[src/design/rco_regs.svh]
// Register offsets, field positions, reset values and divider counts of the clock output block.
// Assumes an 8-bit register port with byte offsets as listed here.
`ifndef RCO_REGS_SVH
`define RCO_REGS_SVH

// ****************************************************************
// Register offsets
// ****************************************************************
`define RCO_OFS_OUT_CTRL    6'h03
`define RCO_OFS_RX_CTRL     6'h0a
`define RCO_OFS_OSC_CTRL    6'h12
`define RCO_OFS_STATUS      6'h1f

// ****************************************************************
// Field positions
// ****************************************************************
`define RCO_IO_DRV_HI       7
`define RCO_IO_DRV_LO       6
`define RCO_CLK_DRV_HI      5
`define RCO_CLK_DRV_LO      4
`define RCO_DEFER_BIT       3
`define RCO_RATE_HI         2
`define RCO_RATE_LO         0
`define RCO_JIT_BIT         5
`define RCO_MODE_HI         7
`define RCO_MODE_LO         4
`define RCO_TRIM_HI         3
`define RCO_TRIM_LO         0

// ****************************************************************
// Reset values and encodings
// ****************************************************************
`define RCO_OUT_CTRL_RST    8'h19
`define RCO_RX_CTRL_RST     8'h10
`define RCO_OSC_CTRL_RST    8'hf0
`define RCO_RATE_RST        3'h1
`define RCO_MODE_EXT        4'h4
`define RCO_MODE_XTAL       4'hf

// ****************************************************************
// Half periods in reference half-period ticks
// ****************************************************************
`define RCO_HALF_16M        10'h001
`define RCO_HALF_8M         10'h002
`define RCO_HALF_4M         10'h004
`define RCO_HALF_2M         10'h008
`define RCO_HALF_1M         10'h010
`define RCO_HALF_250K       10'h040
`define RCO_HALF_SYM20K     10'h320
`define RCO_HALF_SYM40K     10'h190
`define RCO_HALF_SYM25K     10'h280
`define RCO_HALF_SYM62K5    10'h100

`endif

[src/design/rco_pkg.sv]
// Types shared by the clock output block.
// Assumes the constants of rco_regs.svh are included where needed.
package rco_pkg;

  // ****************************************************************
  // Output phase states
  // ****************************************************************
  typedef enum logic [2:0] {
    RCO_PARK = 3'b001,
    RCO_HIGH = 3'b010,
    RCO_LOW  = 3'b100
  } rco_phase_e;

  typedef logic [2:0] rco_rate_t;

endpackage

[src/design/rco_top.sv]
// Reference clock output control: register file, prescaler and output pin control.
// Assumes ref_tick_i pulses once per half period of the 16 MHz reference, in the core clock.
//
// Functional notes
// Output clock is the 16 MHz reference prescaled to 16..1 MHz, 250 kHz or symbol rate.
// With defer bit 0 or current rate 0, a new rate applies at once.
// With defer bit 1 and rate nonzero, new rate waits for next sleep exit.
// Reset keeps the running output rate while the rate field reads back 1.
// Without rewrite after reset the output falls back to 1 MHz after sleep.
// Software should rewrite the old rate after reset to match the output.
// Clock pin drive is 2, 4, 6 or 8 mA from a 2-bit field, reset 4 mA.
// Control register 0x03 holds I/O drive, clock drive, defer bit and rate.
// Oscillator register 0x12 selects crystal oscillator or external reference.
// Trim field selects 0 to 4.5 pF in 0.3 pF steps; more lowers frequency.
// Software should select external mode when an external reference is used.
// Jitter module jitters receiver clocks and I/O including the clock output only.
// Rate codes: 0 off low, 1..5 are 1..16 MHz, 6 250 kHz, 7 symbol rate.
// Mode 0x4 disables the crystal oscillator, 0xf enables it; others reserved.
// Rate changes never produce runt pulses or glitches on the output pin.
`include "rco_regs.svh"

module rco_top (
  input  wire logic       core_clk_i,
  input  wire logic       rst_i,
  input  wire logic       por_i,
  input  wire logic [5:0] reg_addr_i,
  input  wire logic [7:0] reg_wdata_i,
  input  wire logic       reg_we_i,
  input  wire logic       reg_re_i,
  output logic      [7:0] reg_rdata_o,
  input  wire logic       ref_tick_i,
  input  wire logic       sleep_i,
  input  wire logic       bpsk_sel_i,
  input  wire logic       sub_mode_i,
  output logic            ref_clock_out_o,
  output logic      [1:0] clkout_drive_sel_o,
  output logic      [1:0] io_drive_sel_o,
  output logic            crystal_oscillator_en_o,
  output logic            ext_ref_sel_o,
  output logic      [3:0] osc_cap_trim_o,
  output logic            rx_jitter_en_o
);
  import rco_pkg::*;

  // ****************************************************************
  // Register file state
  // ****************************************************************
  logic [7:0]  out_ctrl;
  logic [7:0]  next_out_ctrl;
  logic [7:0]  rx_ctrl;
  logic [7:0]  next_rx_ctrl;
  logic [7:0]  osc_ctrl;
  logic [7:0]  next_osc_ctrl;
  logic [7:0]  rdata;
  logic [7:0]  next_rdata;

  // ****************************************************************
  // Shadowed rate state, kept across rst_i
  // ****************************************************************
  rco_rate_t   target_rate;
  rco_rate_t   next_target_rate;
  logic        pending;
  logic        next_pending;
  logic        sleep_q;
  logic        next_sleep_q;

  // ****************************************************************
  // Output generator state
  // ****************************************************************
  rco_phase_e  phase;
  rco_phase_e  next_phase;
  rco_rate_t   run_rate;
  rco_rate_t   next_run_rate;
  logic [9:0]  cnt;
  logic [9:0]  next_cnt;
  logic [7:0]  lfsr;
  logic [7:0]  next_lfsr;
  logic        clk_out;
  logic        next_clk_out;
  logic [1:0]  run_sym;
  logic [1:0]  next_run_sym;

  logic        wr_out_ctrl;
  logic [7:0]  status_word;
  logic [9:0]  sym_half;
  logic        sleep_exit;
  logic        jit_en;
  logic [9:0]  half_len;
  logic [10:0] half_lim;
  logic        half_done;

  // ****************************************************************
  // Register writes and read port
  // ****************************************************************
  assign wr_out_ctrl = reg_we_i && (reg_addr_i == `RCO_OFS_OUT_CTRL);
  assign jit_en      = rx_ctrl[`RCO_JIT_BIT];

  always_comb begin
    next_out_ctrl = out_ctrl;
    next_rx_ctrl  = rx_ctrl;
    next_osc_ctrl = osc_ctrl;
    if (reg_we_i) begin
      unique case (reg_addr_i)
        `RCO_OFS_OUT_CTRL: next_out_ctrl = reg_wdata_i;
        `RCO_OFS_RX_CTRL:  next_rx_ctrl  = reg_wdata_i;
        `RCO_OFS_OSC_CTRL: next_osc_ctrl = reg_wdata_i;
        default:           next_out_ctrl = out_ctrl;
      endcase
    end
  end

  always_comb begin
    next_rdata = 8'h00;
    if (reg_re_i) begin
      unique case (reg_addr_i)
        `RCO_OFS_OUT_CTRL: next_rdata = out_ctrl;
        `RCO_OFS_RX_CTRL:  next_rdata = rx_ctrl;
        `RCO_OFS_OSC_CTRL: next_rdata = osc_ctrl;
        `RCO_OFS_STATUS:   next_rdata = status_word;
        default:           next_rdata = 8'h00;
      endcase
    end
  end

  // ****************************************************************
  // Status view
  // ****************************************************************
  // The shadow and the running rate are visible here, since after rst_i the
  // rate field may disagree with what the pin is doing.
  assign status_word = {1'b0, target_rate, pending, run_rate};

  // The software view is cleared by rst_i, the running rate is not.
  always_ff @(posedge core_clk_i) begin
    if (rst_i || por_i) begin
      out_ctrl <= `RCO_OUT_CTRL_RST;
      rx_ctrl  <= `RCO_RX_CTRL_RST;
      osc_ctrl <= `RCO_OSC_CTRL_RST;
      rdata    <= 8'h00;
    end else begin
      out_ctrl <= next_out_ctrl;
      rx_ctrl  <= next_rx_ctrl;
      osc_ctrl <= next_osc_ctrl;
      rdata    <= next_rdata;
    end
  end

  // ****************************************************************
  // Rate update scheme
  // ****************************************************************
  assign sleep_exit = sleep_q && !sleep_i;

  always_comb begin
    next_target_rate = target_rate;
    next_pending     = pending;
    next_sleep_q     = sleep_i;
    if (sleep_exit) begin
      next_target_rate = out_ctrl[`RCO_RATE_HI:`RCO_RATE_LO];
      next_pending     = 1'b0;
    end
    if (wr_out_ctrl && !rst_i) begin
      if (!out_ctrl[`RCO_DEFER_BIT] ||
          (out_ctrl[`RCO_RATE_HI:`RCO_RATE_LO] == 3'h0)) begin
        next_target_rate = reg_wdata_i[`RCO_RATE_HI:`RCO_RATE_LO];
        next_pending     = 1'b0;
      end else begin
        next_pending     = 1'b1;
      end
    end
  end

  // Only power-on clears the shadow; rst_i leaves the pin rate untouched.
  always_ff @(posedge core_clk_i) begin
    if (por_i) begin
      target_rate <= `RCO_RATE_RST;
      pending     <= 1'b0;
      sleep_q     <= 1'b0;
    end else begin
      target_rate <= next_target_rate;
      pending     <= next_pending;
      sleep_q     <= next_sleep_q;
    end
  end

  // ****************************************************************
  // Symbol rate selection
  // ****************************************************************
  // The modulation inputs are captured only where a new rate is taken, so a
  // modulation change in mid phase cannot cut a level short.
  always_comb begin
    unique case (run_sym)
      2'b00:   sym_half = `RCO_HALF_SYM20K;
      2'b01:   sym_half = `RCO_HALF_SYM40K;
      2'b10:   sym_half = `RCO_HALF_SYM25K;
      default: sym_half = `RCO_HALF_SYM62K5;
    endcase
  end

  // ****************************************************************
  // Prescaler selection
  // ****************************************************************
  always_comb begin
    unique case (run_rate)
      3'h1:    half_len = `RCO_HALF_1M;
      3'h2:    half_len = `RCO_HALF_2M;
      3'h3:    half_len = `RCO_HALF_4M;
      3'h4:    half_len = `RCO_HALF_8M;
      3'h5:    half_len = `RCO_HALF_16M;
      3'h6:    half_len = `RCO_HALF_250K;
      3'h7:    half_len = sym_half;
      default: half_len = `RCO_HALF_1M;
    endcase
  end

  // One extra tick on random half periods spreads the output harmonics.
  assign half_lim  = {1'b0, half_len} + {10'h000, jit_en & lfsr[0]};
  assign half_done = ref_tick_i && (({1'b0, cnt} + 11'h001) >= half_lim);

  // ****************************************************************
  // Output phase machine
  // ****************************************************************
  // New rates are taken only on leaving park or at the end of a full low phase, so every high and
  // low level has full length of either the old or the new rate.
  always_comb begin
    next_phase    = phase;
    next_run_rate = run_rate;
    next_run_sym  = run_sym;
    next_clk_out  = clk_out;
    next_cnt      = cnt;
    next_lfsr     = lfsr;
    if (ref_tick_i) begin
      next_lfsr = {lfsr[6:0], lfsr[7] ^ lfsr[5] ^ lfsr[4] ^ lfsr[3]};
      next_cnt  = half_done ? 10'h000 : cnt + 10'h001;
    end
    unique case (phase)
      RCO_PARK: begin
        next_clk_out = 1'b0;
        next_cnt     = 10'h000;
        // Leaving park waits one cycle after sleep ends, so the rate taken on
        // wake-up is the one that the wake-up has just made current.
        if ((target_rate != 3'h0) && !sleep_i && !sleep_q) begin
          next_run_rate = target_rate;
          next_run_sym  = {bpsk_sel_i, sub_mode_i};
          next_phase    = RCO_LOW;
        end
      end
      RCO_LOW: begin
        if (half_done) begin
          if ((target_rate == 3'h0) || sleep_i) begin
            next_phase = RCO_PARK;
          end else begin
            next_run_rate = target_rate;
            next_run_sym  = {bpsk_sel_i, sub_mode_i};
            next_clk_out  = 1'b1;
            next_phase    = RCO_HIGH;
          end
        end
      end
      RCO_HIGH: begin
        if (half_done) begin
          next_clk_out = 1'b0;
          next_phase   = RCO_LOW;
        end
      end
      default: begin
        next_clk_out = 1'b0;
        next_phase   = RCO_PARK;
      end
    endcase
  end

  always_ff @(posedge core_clk_i) begin
    if (por_i) begin
      phase    <= RCO_PARK;
      run_rate <= `RCO_RATE_RST;
      run_sym  <= 2'b00;
      cnt      <= 10'h000;
      lfsr     <= 8'h01;
      clk_out  <= 1'b0;
    end else begin
      phase    <= next_phase;
      run_rate <= next_run_rate;
      run_sym  <= next_run_sym;
      cnt      <= next_cnt;
      lfsr     <= next_lfsr;
      clk_out  <= next_clk_out;
    end
  end

  // ****************************************************************
  // Outputs
  // ****************************************************************
  assign reg_rdata_o        = rdata;
  assign ref_clock_out_o    = clk_out;
  assign clkout_drive_sel_o = out_ctrl[`RCO_CLK_DRV_HI:`RCO_CLK_DRV_LO];
  assign io_drive_sel_o     = out_ctrl[`RCO_IO_DRV_HI:`RCO_IO_DRV_LO];
  assign osc_cap_trim_o     = osc_ctrl[`RCO_TRIM_HI:`RCO_TRIM_LO];
  // Reserved mode codes keep the crystal running, the safe default.
  assign crystal_oscillator_en_o =
    (osc_ctrl[`RCO_MODE_HI:`RCO_MODE_LO] != `RCO_MODE_EXT);
  assign ext_ref_sel_o =
    (osc_ctrl[`RCO_MODE_HI:`RCO_MODE_LO] == `RCO_MODE_EXT);
  assign rx_jitter_en_o     = jit_en;

endmodule

[config.mk]
export PLATFORM = sky130hd
export DESIGN_NAME = rco_top
export DESIGN_NICKNAME = d
export VERILOG_FILES = /design/src/design/rco_pkg.sv /design/src/design/rco_top.sv
export VERILOG_INCLUDE_DIRS = /design/src /design/src/design
export SDC_FILE = /design/constraint.sdc
export NUM_CORES = 1
export LEC_CHECK = 0
export BUFFER_PORTS_ARGS = -buffer_cell sky130_fd_sc_hd__buf_4
export CORE_UTILIZATION = 52
export DETAILED_ROUTE_END_ITERATION = 16
export GPL_TIMING_DRIVEN = 1
export PLACE_DENSITY = 0.71
export SYNTH_ARGS = -nofsm -noshare
export SYNTH_HDL_FRONTEND = slang
export SYNTH_SLANG_ARGS = --single-unit
[constraint.sdc]
create_clock -name core_clk_i -period 4.6 [get_ports core_clk_i]
set_input_delay 0 -clock core_clk_i [delete_from_list [all_inputs] [get_ports core_clk_i]]
set_output_delay 0 -clock core_clk_i [all_outputs]
set_load 0.05 [all_outputs]
==> results of run 1 <==
## per-layer routing
layer | GRT usage | vias to the layer above
met2 | 0.3636 | 98
met4 | 0.08947 | 0
li1 | - | 1492
met1 | 0.3311 | 1385
met5 | 0 | -
met3 | 0.04615 | 9
## state kept, by name, indices dropped and copies added (netlist names)
| signal | flops |
|---|---|
| target_rate | 3 |
| cnt | 10 |
| pending | 1 |
| phase | 3 |
| ref_clock_out_o | 1 |
| lfsr | 8 |
| run_sym | 2 |
| out_ctrl | 8 |
| run_rate | 3 |
| osc_ctrl | 8 |
| rx_ctrl | 8 |
| reg_rdata_o | 8 |
| sleep_q | 1 |
## power groups by stage
stage                     logic (µW)  registers (µW)  clock network [µW]
after CTS                       95.2             570                 528
after global placement          85.9             583                   0
after floorplan                 55.3             581                   0
after detailed placement        86.9             583                   0
final                           95.6             571                 520
after global routing             105             572                 553
## stage by stage
step                instances  cell area [µm²]  hold slack [ps]
CTS                       524             3959            19.80
detailed placement        497             3630            235.4
global route              524             3959            31.73
finish                    524             3959            21.37
global placement          497             3630            230.8
floorplan                 408             3352            123.9
## cells by family (layout without fill, tap and decap cells)
group	after synthesis	after routing	synth area share
AOI/OAI and AO/OA	68	68	0.1344
other	1	1	0.001119
adders and majority gates	17	17	0.06346
muxes	12	12	0.03584
xor gates and xnor gates	13	13	0.03397
and+or+nand+nor	199	199	0.3009
buffers and inverters	34	75	0.04815
DFF	64	64	0.3822
## cell type report
class                   instances  area (µm²)
fillers                       546        2102
multi-input cells             310        1909
flip-flops and latches         64        1281
repair buffers                 56       450.4
clock buffers                   9       123.9
well taps                      75       93.84
clock inverters                 6       85.08
inverters                       4       15.01
## worst paths after layout
| path | endpoint | depth (start not counted) | start |
|---|---|---|---|
| max | phase[2] | 12 | cnt[0] |
| max reg2reg | phase[2] | 12 | cnt[0] |
| min reg2reg | rx_ctrl[2] | 2 | rx_ctrl[2] |
| min | pending | 2 | por_i |
## cells in the mapped netlist, types with 2 or more instances
cell,count,area share
nor3b_1,2,0.0045
ha_1,17,0.063
a222oi_1,8,0.024
nor2b_1,5,0.0093
inv_1,4,0.0045
o21ai_0,4,0.0060
nand2b_1,19,0.035
or3b_2,2,0.0052
and2_1,4,0.0075
nand2_1,63,0.071
and3_1,2,0.0037
nor3_1,3,0.0045
mux2i_1,12,0.036
nand3b_1,6,0.013
buf_2,3,0.0045
clkbuf_1,17,0.019
a311oi_2,2,0.0090
buf_1,2,0.0022
xnor2_1,10,0.026
dfxtp_1,64,0.38
a31oi_1,5,0.0093
nand3_1,42,0.063
xor2_1,3,0.0078
buf_4,8,0.018
nor2_1,36,0.040
or2_2,2,0.0037
nand4b_1,3,0.0078
a21oi_1,36,0.054
## worst register-to-register path, stage by stage, from the launching register on
cell and delay (ps):
dfxtp_1 390, ha_1 250, nand3_1 170, or2_1 340, nor2_1 150, xor2_1 210, ha_1 270, a21oi_1 140
o21ai_0 100, a21oi_1 190, and2_1 530, nand2b_1 230, o311ai_1 110
==> results.toml, run 1 <==
[run_status]
status = "completed"

[place]
dpl_worst_slack_ps = 1419
numPortBuffers = 42
gp_congestion = 0.8225
hpwlAfterDp_um = 5207

[worst_setup_path]
cp_slowest_stage_delay_ps = 530
cp_num_buf_inv = 0
arrival_ps = 3400
critPathKind = "flip-flop to flip-flop"
cp_slowest_cell = "and2_1"
cp_max_fo = 17
cp_top_family = "simple AND/OR/NAND/NOR gates"
crit_chain = "ha_1 -> nand3_1 -> or2_1 -> nor2_1 -> xor2_1 -> ha_1 -> a21oi_1 -> o21ai_0 -> a21oi_1 -> and2_1 -> nand2b_1 -> o311ai_1"
worstSetupEndpointType = "flip-flop"
required_ps = 4810
r2r_slack_ps = 1410
start_kind = "flip-flop"

[timing]
hold_viol = 0
fin_crit_sh = 0.6931
rsz0062_at_grt = "false"
tightestPinTransition_ps = 1032
finClkSkew_ps = 6.239
fin_setup_tns_ps = 0
slew_violations = 0
period_needed_ps = 3188
fin_ws_ps = 1412
setup_viol = 0
slew_headroom = 0.3067
fmax_ghz = 0.3137

[global_route]
first_global_vias = 2628
global_route.usage.total = 0.2383
antenna_found_initial = 0
overflow = 0
grt_max_degree = 35
grt_pass1_wl_um = 12090

[route]
drtIter0Drc = 314
routed_via_density = 5.695
vias = 2984
drtAntennaViolNets = 0
first_pass_iters = 5
wire_per_inst_um = 14.56
wl_met1_um = 3638
wl_met3_um = 464
drt_wl_total_um = 7631
top_layer_used = "met4"
drc = 0
wl_met2_um = 3431

[die]
fp.dieH_um = 82.29
die_area_um2 = 6771
num_rows = 28
core_area_um2 = 6061
ios = 43
die_width_um = 82.29
start_util = 0.5531

[power_and_ir_drop]
comb_power_share = 0.081
power_uw = 1187
power.leakage_uw = 0.001543
power_density_nw_per_um2 = 299.7
pwr-share-seq = 0.481
peakVddDrop_uv = 205.5
cell_internal_pwr_uw = 906.3
net-switching-power_uw = 280.3
p_clk_frac = 0.439
swShare = 0.2363

[synthesis]
synthCells = 408
ys_types = 52
syn-cell-area_um2 = 3352
yosysWarnings = 0
synth_nets = 448
synth-async-reset-ratio = 0
ys_seq_area_frac = 0.3822
avgSynthCellArea_um2 = 8.216
synth-seq-cells = 64
synth-edff-count = 0
yosys_most_used_dff = "dfxtp_1"

[finish]
final_common_cell = "dfxtp_1"
layout_common_cells = "dfxtp_1 (64), nand2_1 (63), buf_4 (44), nand3_1 (42)"
layout-drive-gt1-share = 0.1581
diodes = 0
utilization = 0.6532
area.growth.synth_to_final_pct = 18.10
nNetsFinal = 485

[clock_network]
cts_tree = "built"
clock_path_buffers = 2
insertion_delay_ps = 330
cts_setup_buffers = 0
cts-resized-gates = 0
clk_pin_slew_ps = 70
clkSinkCount = 64
holdBufCountCts = 12
numCtsBuffers = 9
cts_root_buf = "clkbuf_8"
cts.htree.levels = 3

[flow_run]
drv_cap = 0

[hold_path]
hold_path_class = "primary input to flip-flop"
Note: power is estimated with default switching activity, not from simulation.
==> inputs of run 2 (changes only) <==
--- a/config.mk
+++ b/config.mk
@@ -6,11 +6,12 @@
 export SDC_FILE = /design/constraint.sdc
 export NUM_CORES = 1
 export LEC_CHECK = 0
+export ABC_AREA = 1
 export BUFFER_PORTS_ARGS = -buffer_cell sky130_fd_sc_hd__buf_4
 export CORE_UTILIZATION = 52
 export DETAILED_ROUTE_END_ITERATION = 16
 export GPL_TIMING_DRIVEN = 1
-export PLACE_DENSITY = 0.71
+export PLACE_DENSITY = 0.74
 export SYNTH_ARGS = -nofsm -noshare
 export SYNTH_HDL_FRONTEND = slang
 export SYNTH_SLANG_ARGS = --single-unit
==> constraint.sdc (replaced) <==
create_clock -name core_clk_i -period 2.8 [get_ports core_clk_i]
set_input_delay 0 -clock core_clk_i [delete_from_list [all_inputs] [get_ports core_clk_i]]
set_output_delay 0 -clock core_clk_i [all_outputs]
set_load 0.05 [all_outputs]
==> run 2 against run 1 <==
- area after synthesis fell by 2.1%
- flip-flop and latch count did not move
- count of clock-buffer cells in the layout rose by 3
- critical path type unchanged
- setup slack got worse by 1200 ps
- first-iteration DRC count fell by 62%
- highest routed layer unchanged
- fmax rose by 24%
- hold slack improved by 18 ps
==> results.toml, run 2 <==
[timing]
slew_headroom = 0.4415
hold_viol = 0
fin_crit_sh = 0.9176
slew_violations = 0
period_needed_ps = 2569
fmax_ghz = 0.3892
finClkSkew_ps = 8.615
setup_viol = 0
fin_setup_tns_ps = 0
tightestPinTransition_ps = 834.7

[global_route]
grt_pass1_wl_um = 11990
global_route.usage.total = 0.2428
grt_use_met3 = 0.05111
use_met1 = 0.3205
first_global_vias = 2655
grtUsageMet2 = 0.3825
antenna_found_initial = 0
overflow = 0
top_usage_layer = "met2"
grt_max_degree = 19

[route]
routed_via_density = 5.227
drtIter0Drc = 119
wire_per_inst_um = 13.23
drtAntennaViolNets = 0
first_pass_iters = 4
drt_wl_total_um = 7526
vias = 2974
drc = 0

[synthesis]
synth_area_leaders = "dfxtp_1 (39%), nand2_1 (9.3%), nor2_1 (6.9%)"
yosysMostFrequentCell = "nand2_1"
ys_types = 44
ys_seq_area_frac = 0.3902
synth_common_cells = "nand2_1 (81), dfxtp_1 (64), nor2_1 (60)"
yosysWarnings = 0
synth_area_leader_cell = "dfxtp_1"
synth_top_cell_area_share = 0.3902
synthCells = 439
yosys_most_used_dff = "dfxtp_1"
synth-seq-cells = 64
synth-async-reset-ratio = 0
synth-edff-count = 0
synth_nets = 479
avgSynthCellArea_um2 = 7.479
syn-cell-area_um2 = 3283

[die]
fp.dieH_um = 81.46
ios = 43
num_rows = 28
die_area_um2 = 6636
start_util = 0.5480
core_area_um2 = 5991
die_width_um = 81.46

[worst_setup_path]
cp_slowest_cell = "dfxtp_1"
arrival_ps = 2790
critPathKind = "flip-flop to flip-flop"
worstSetupEndpointType = "flip-flop"
cp_top_family = "simple AND/OR/NAND/NOR gates"
cp_num_buf_inv = 0
worstRegToRegCells = 16
crit_cells = 16
cp_max_fo = 9
crit_chain = "nand2_1 -> nor4_2 -> nand3_1 -> xor2_1 -> ha_1 -> nand2_1 -> nor2_1 -> nand2_1 -> nor2_1 -> nor2_1 -> nand2_2 -> nand2_2 -> nand2_4 -> nand3_4 -> nand2_1 -> nand3_1"
cp_slowest_stage_delay_ps = 410
required_ps = 3020
start_kind = "flip-flop"
cp_common_cell = "nand2_1"

[clock_network]
cts.htree.levels = 3
clock_path_buffers = 2
clkSinkCount = 64
cts_root_buf = "clkbuf_8"
cts_tree = "built"
numCtsBuffers = 9
insertion_delay_ps = 340
clk_pin_slew_ps = 70

[run_status]
status = "completed"

[finish]
area.growth.synth_to_final_pct = 19.13
top_register = "cnt"
layout-drive-gt1-share = 0.1660
nNetsFinal = 530
seqCellArea_um2 = 1282
largest_reg_flops = 10
multi_input_area_um2 = 1673
diodes = 0
layout_common_cells = "nand2_1 (81), dfxtp_1 (63), nor2_1 (59), inv_1 (57), buf_4 (44)"
fill_cells = 539
final_common_cell = "nand2_1"

[power_and_ir_drop]
power.leakage_uw = 0.001812
power_density_nw_per_um2 = 600.4
power_uw = 2348
peakVddDrop_uv = 484.4

[place]
hpwlAfterDp_um = 5381
numPortBuffers = 42
gp_congestion = 0.8813

[flow_run]
drv_cap = 0

[hold_path]
hold_path_class = "primary input to flip-flop"
min_path_cells = 3
[run 2: cell count changes after synthesis, moves of 18 or more]
cell and delta:
inv_1 +53, nand3_1 -26, nor2_1 +24, o21ai_0 +23, nand2b_1 -19, nand2_1 +18
[run 2: path summary, 6_finish.rpt]
check | start | endpoint | slack, ps
max | cnt[5] | run_rate[0] | 230
min | rst_i | pending | 40
max reg2reg | cnt[5] | run_rate[0] | 230
min reg2reg | rx_ctrl[1] | rx_ctrl[1] | 460
[run 2: cell families after synthesis]
logic type | count (synthesis) | synth area share
xor gates and xnor gates | 12 | 0.03201
other | 1 | 0.001142
AOI/OAI and AO/OA | 86 | 0.1601
and+or+nand+nor | 181 | 0.2492
buffers and inverters | 78 | 0.1025
adders and majority gates | 17 | 0.06479
DFF | 64 | 0.3902
[run 2: metrics by stage]
stage          worst slack (ps)  instances    util  hold WS (ps)  area, µm²
6_report                  230.7        569  0.6529         39.03       3911
5_1_grt                  -12.57        569  0.6529         45.87       3911
4_1_cts                   158.9        569  0.6514         31.73       3902
3_5_place_dp              167.3        541  0.6009         233.1       3600
3_3_place_gp              291.1        541  0.6009         226.7       3600
2_1_floorplan             174.6        439       -         113.2       3283
[run 2: layout make-up]
| class | instances | share of cell area |
|---|---|---|
| Multi-Input combinational cell | 297 | 0.4277 |
| Sequential cell | 64 | 0.3279 |
| Timing Repair Buffer | 57 | 0.1177 |
| Inverter | 61 | 0.05854 |
| Clock buffer | 12 | 0.03967 |
| Tap cell | 75 | 0.02399 |
| Clock inverter | 3 | 0.004479 |
[run 2: where the power goes]
group / total (µW) / internal [µW] / switching [µW]
logic: 620 / 229 / 391
clock network: 710 / 362 / 348
registers: 1020 / 970 / 48.4
total: 2350 / 1560 / 787
[run 2: worst reg2reg max path: stages, from the launching register on]
cell,delay [ps]
dfxtp_1,410
nand2_1,90
nor4_2,320
nand3_1,160
xor2_1,190
ha_1,280
nand2_1,60
nor2_1,140
nand2_1,70
nor2_1,90
nor2_1,60
nand2_2,100
nand2_2,110
nand2_4,100
nand3_4,110
nand2_1,100
nand3_1,60
[run 2: routing by layer]
layer	part of all wire	vias up
met1	0.46	1361
met5	0	-
met2	0.47	81
li1	-	1523
met4	0.014	0
met3	0.060	9
[run 2: repair_timing]
item | CTS | global route
hold buffers | 13 | 0
setup endpoints to repair | 0 | 17
hold endpoints to repair | 32 | 0
resized for setup | 0 | 3
setup buffers | 0 | 0
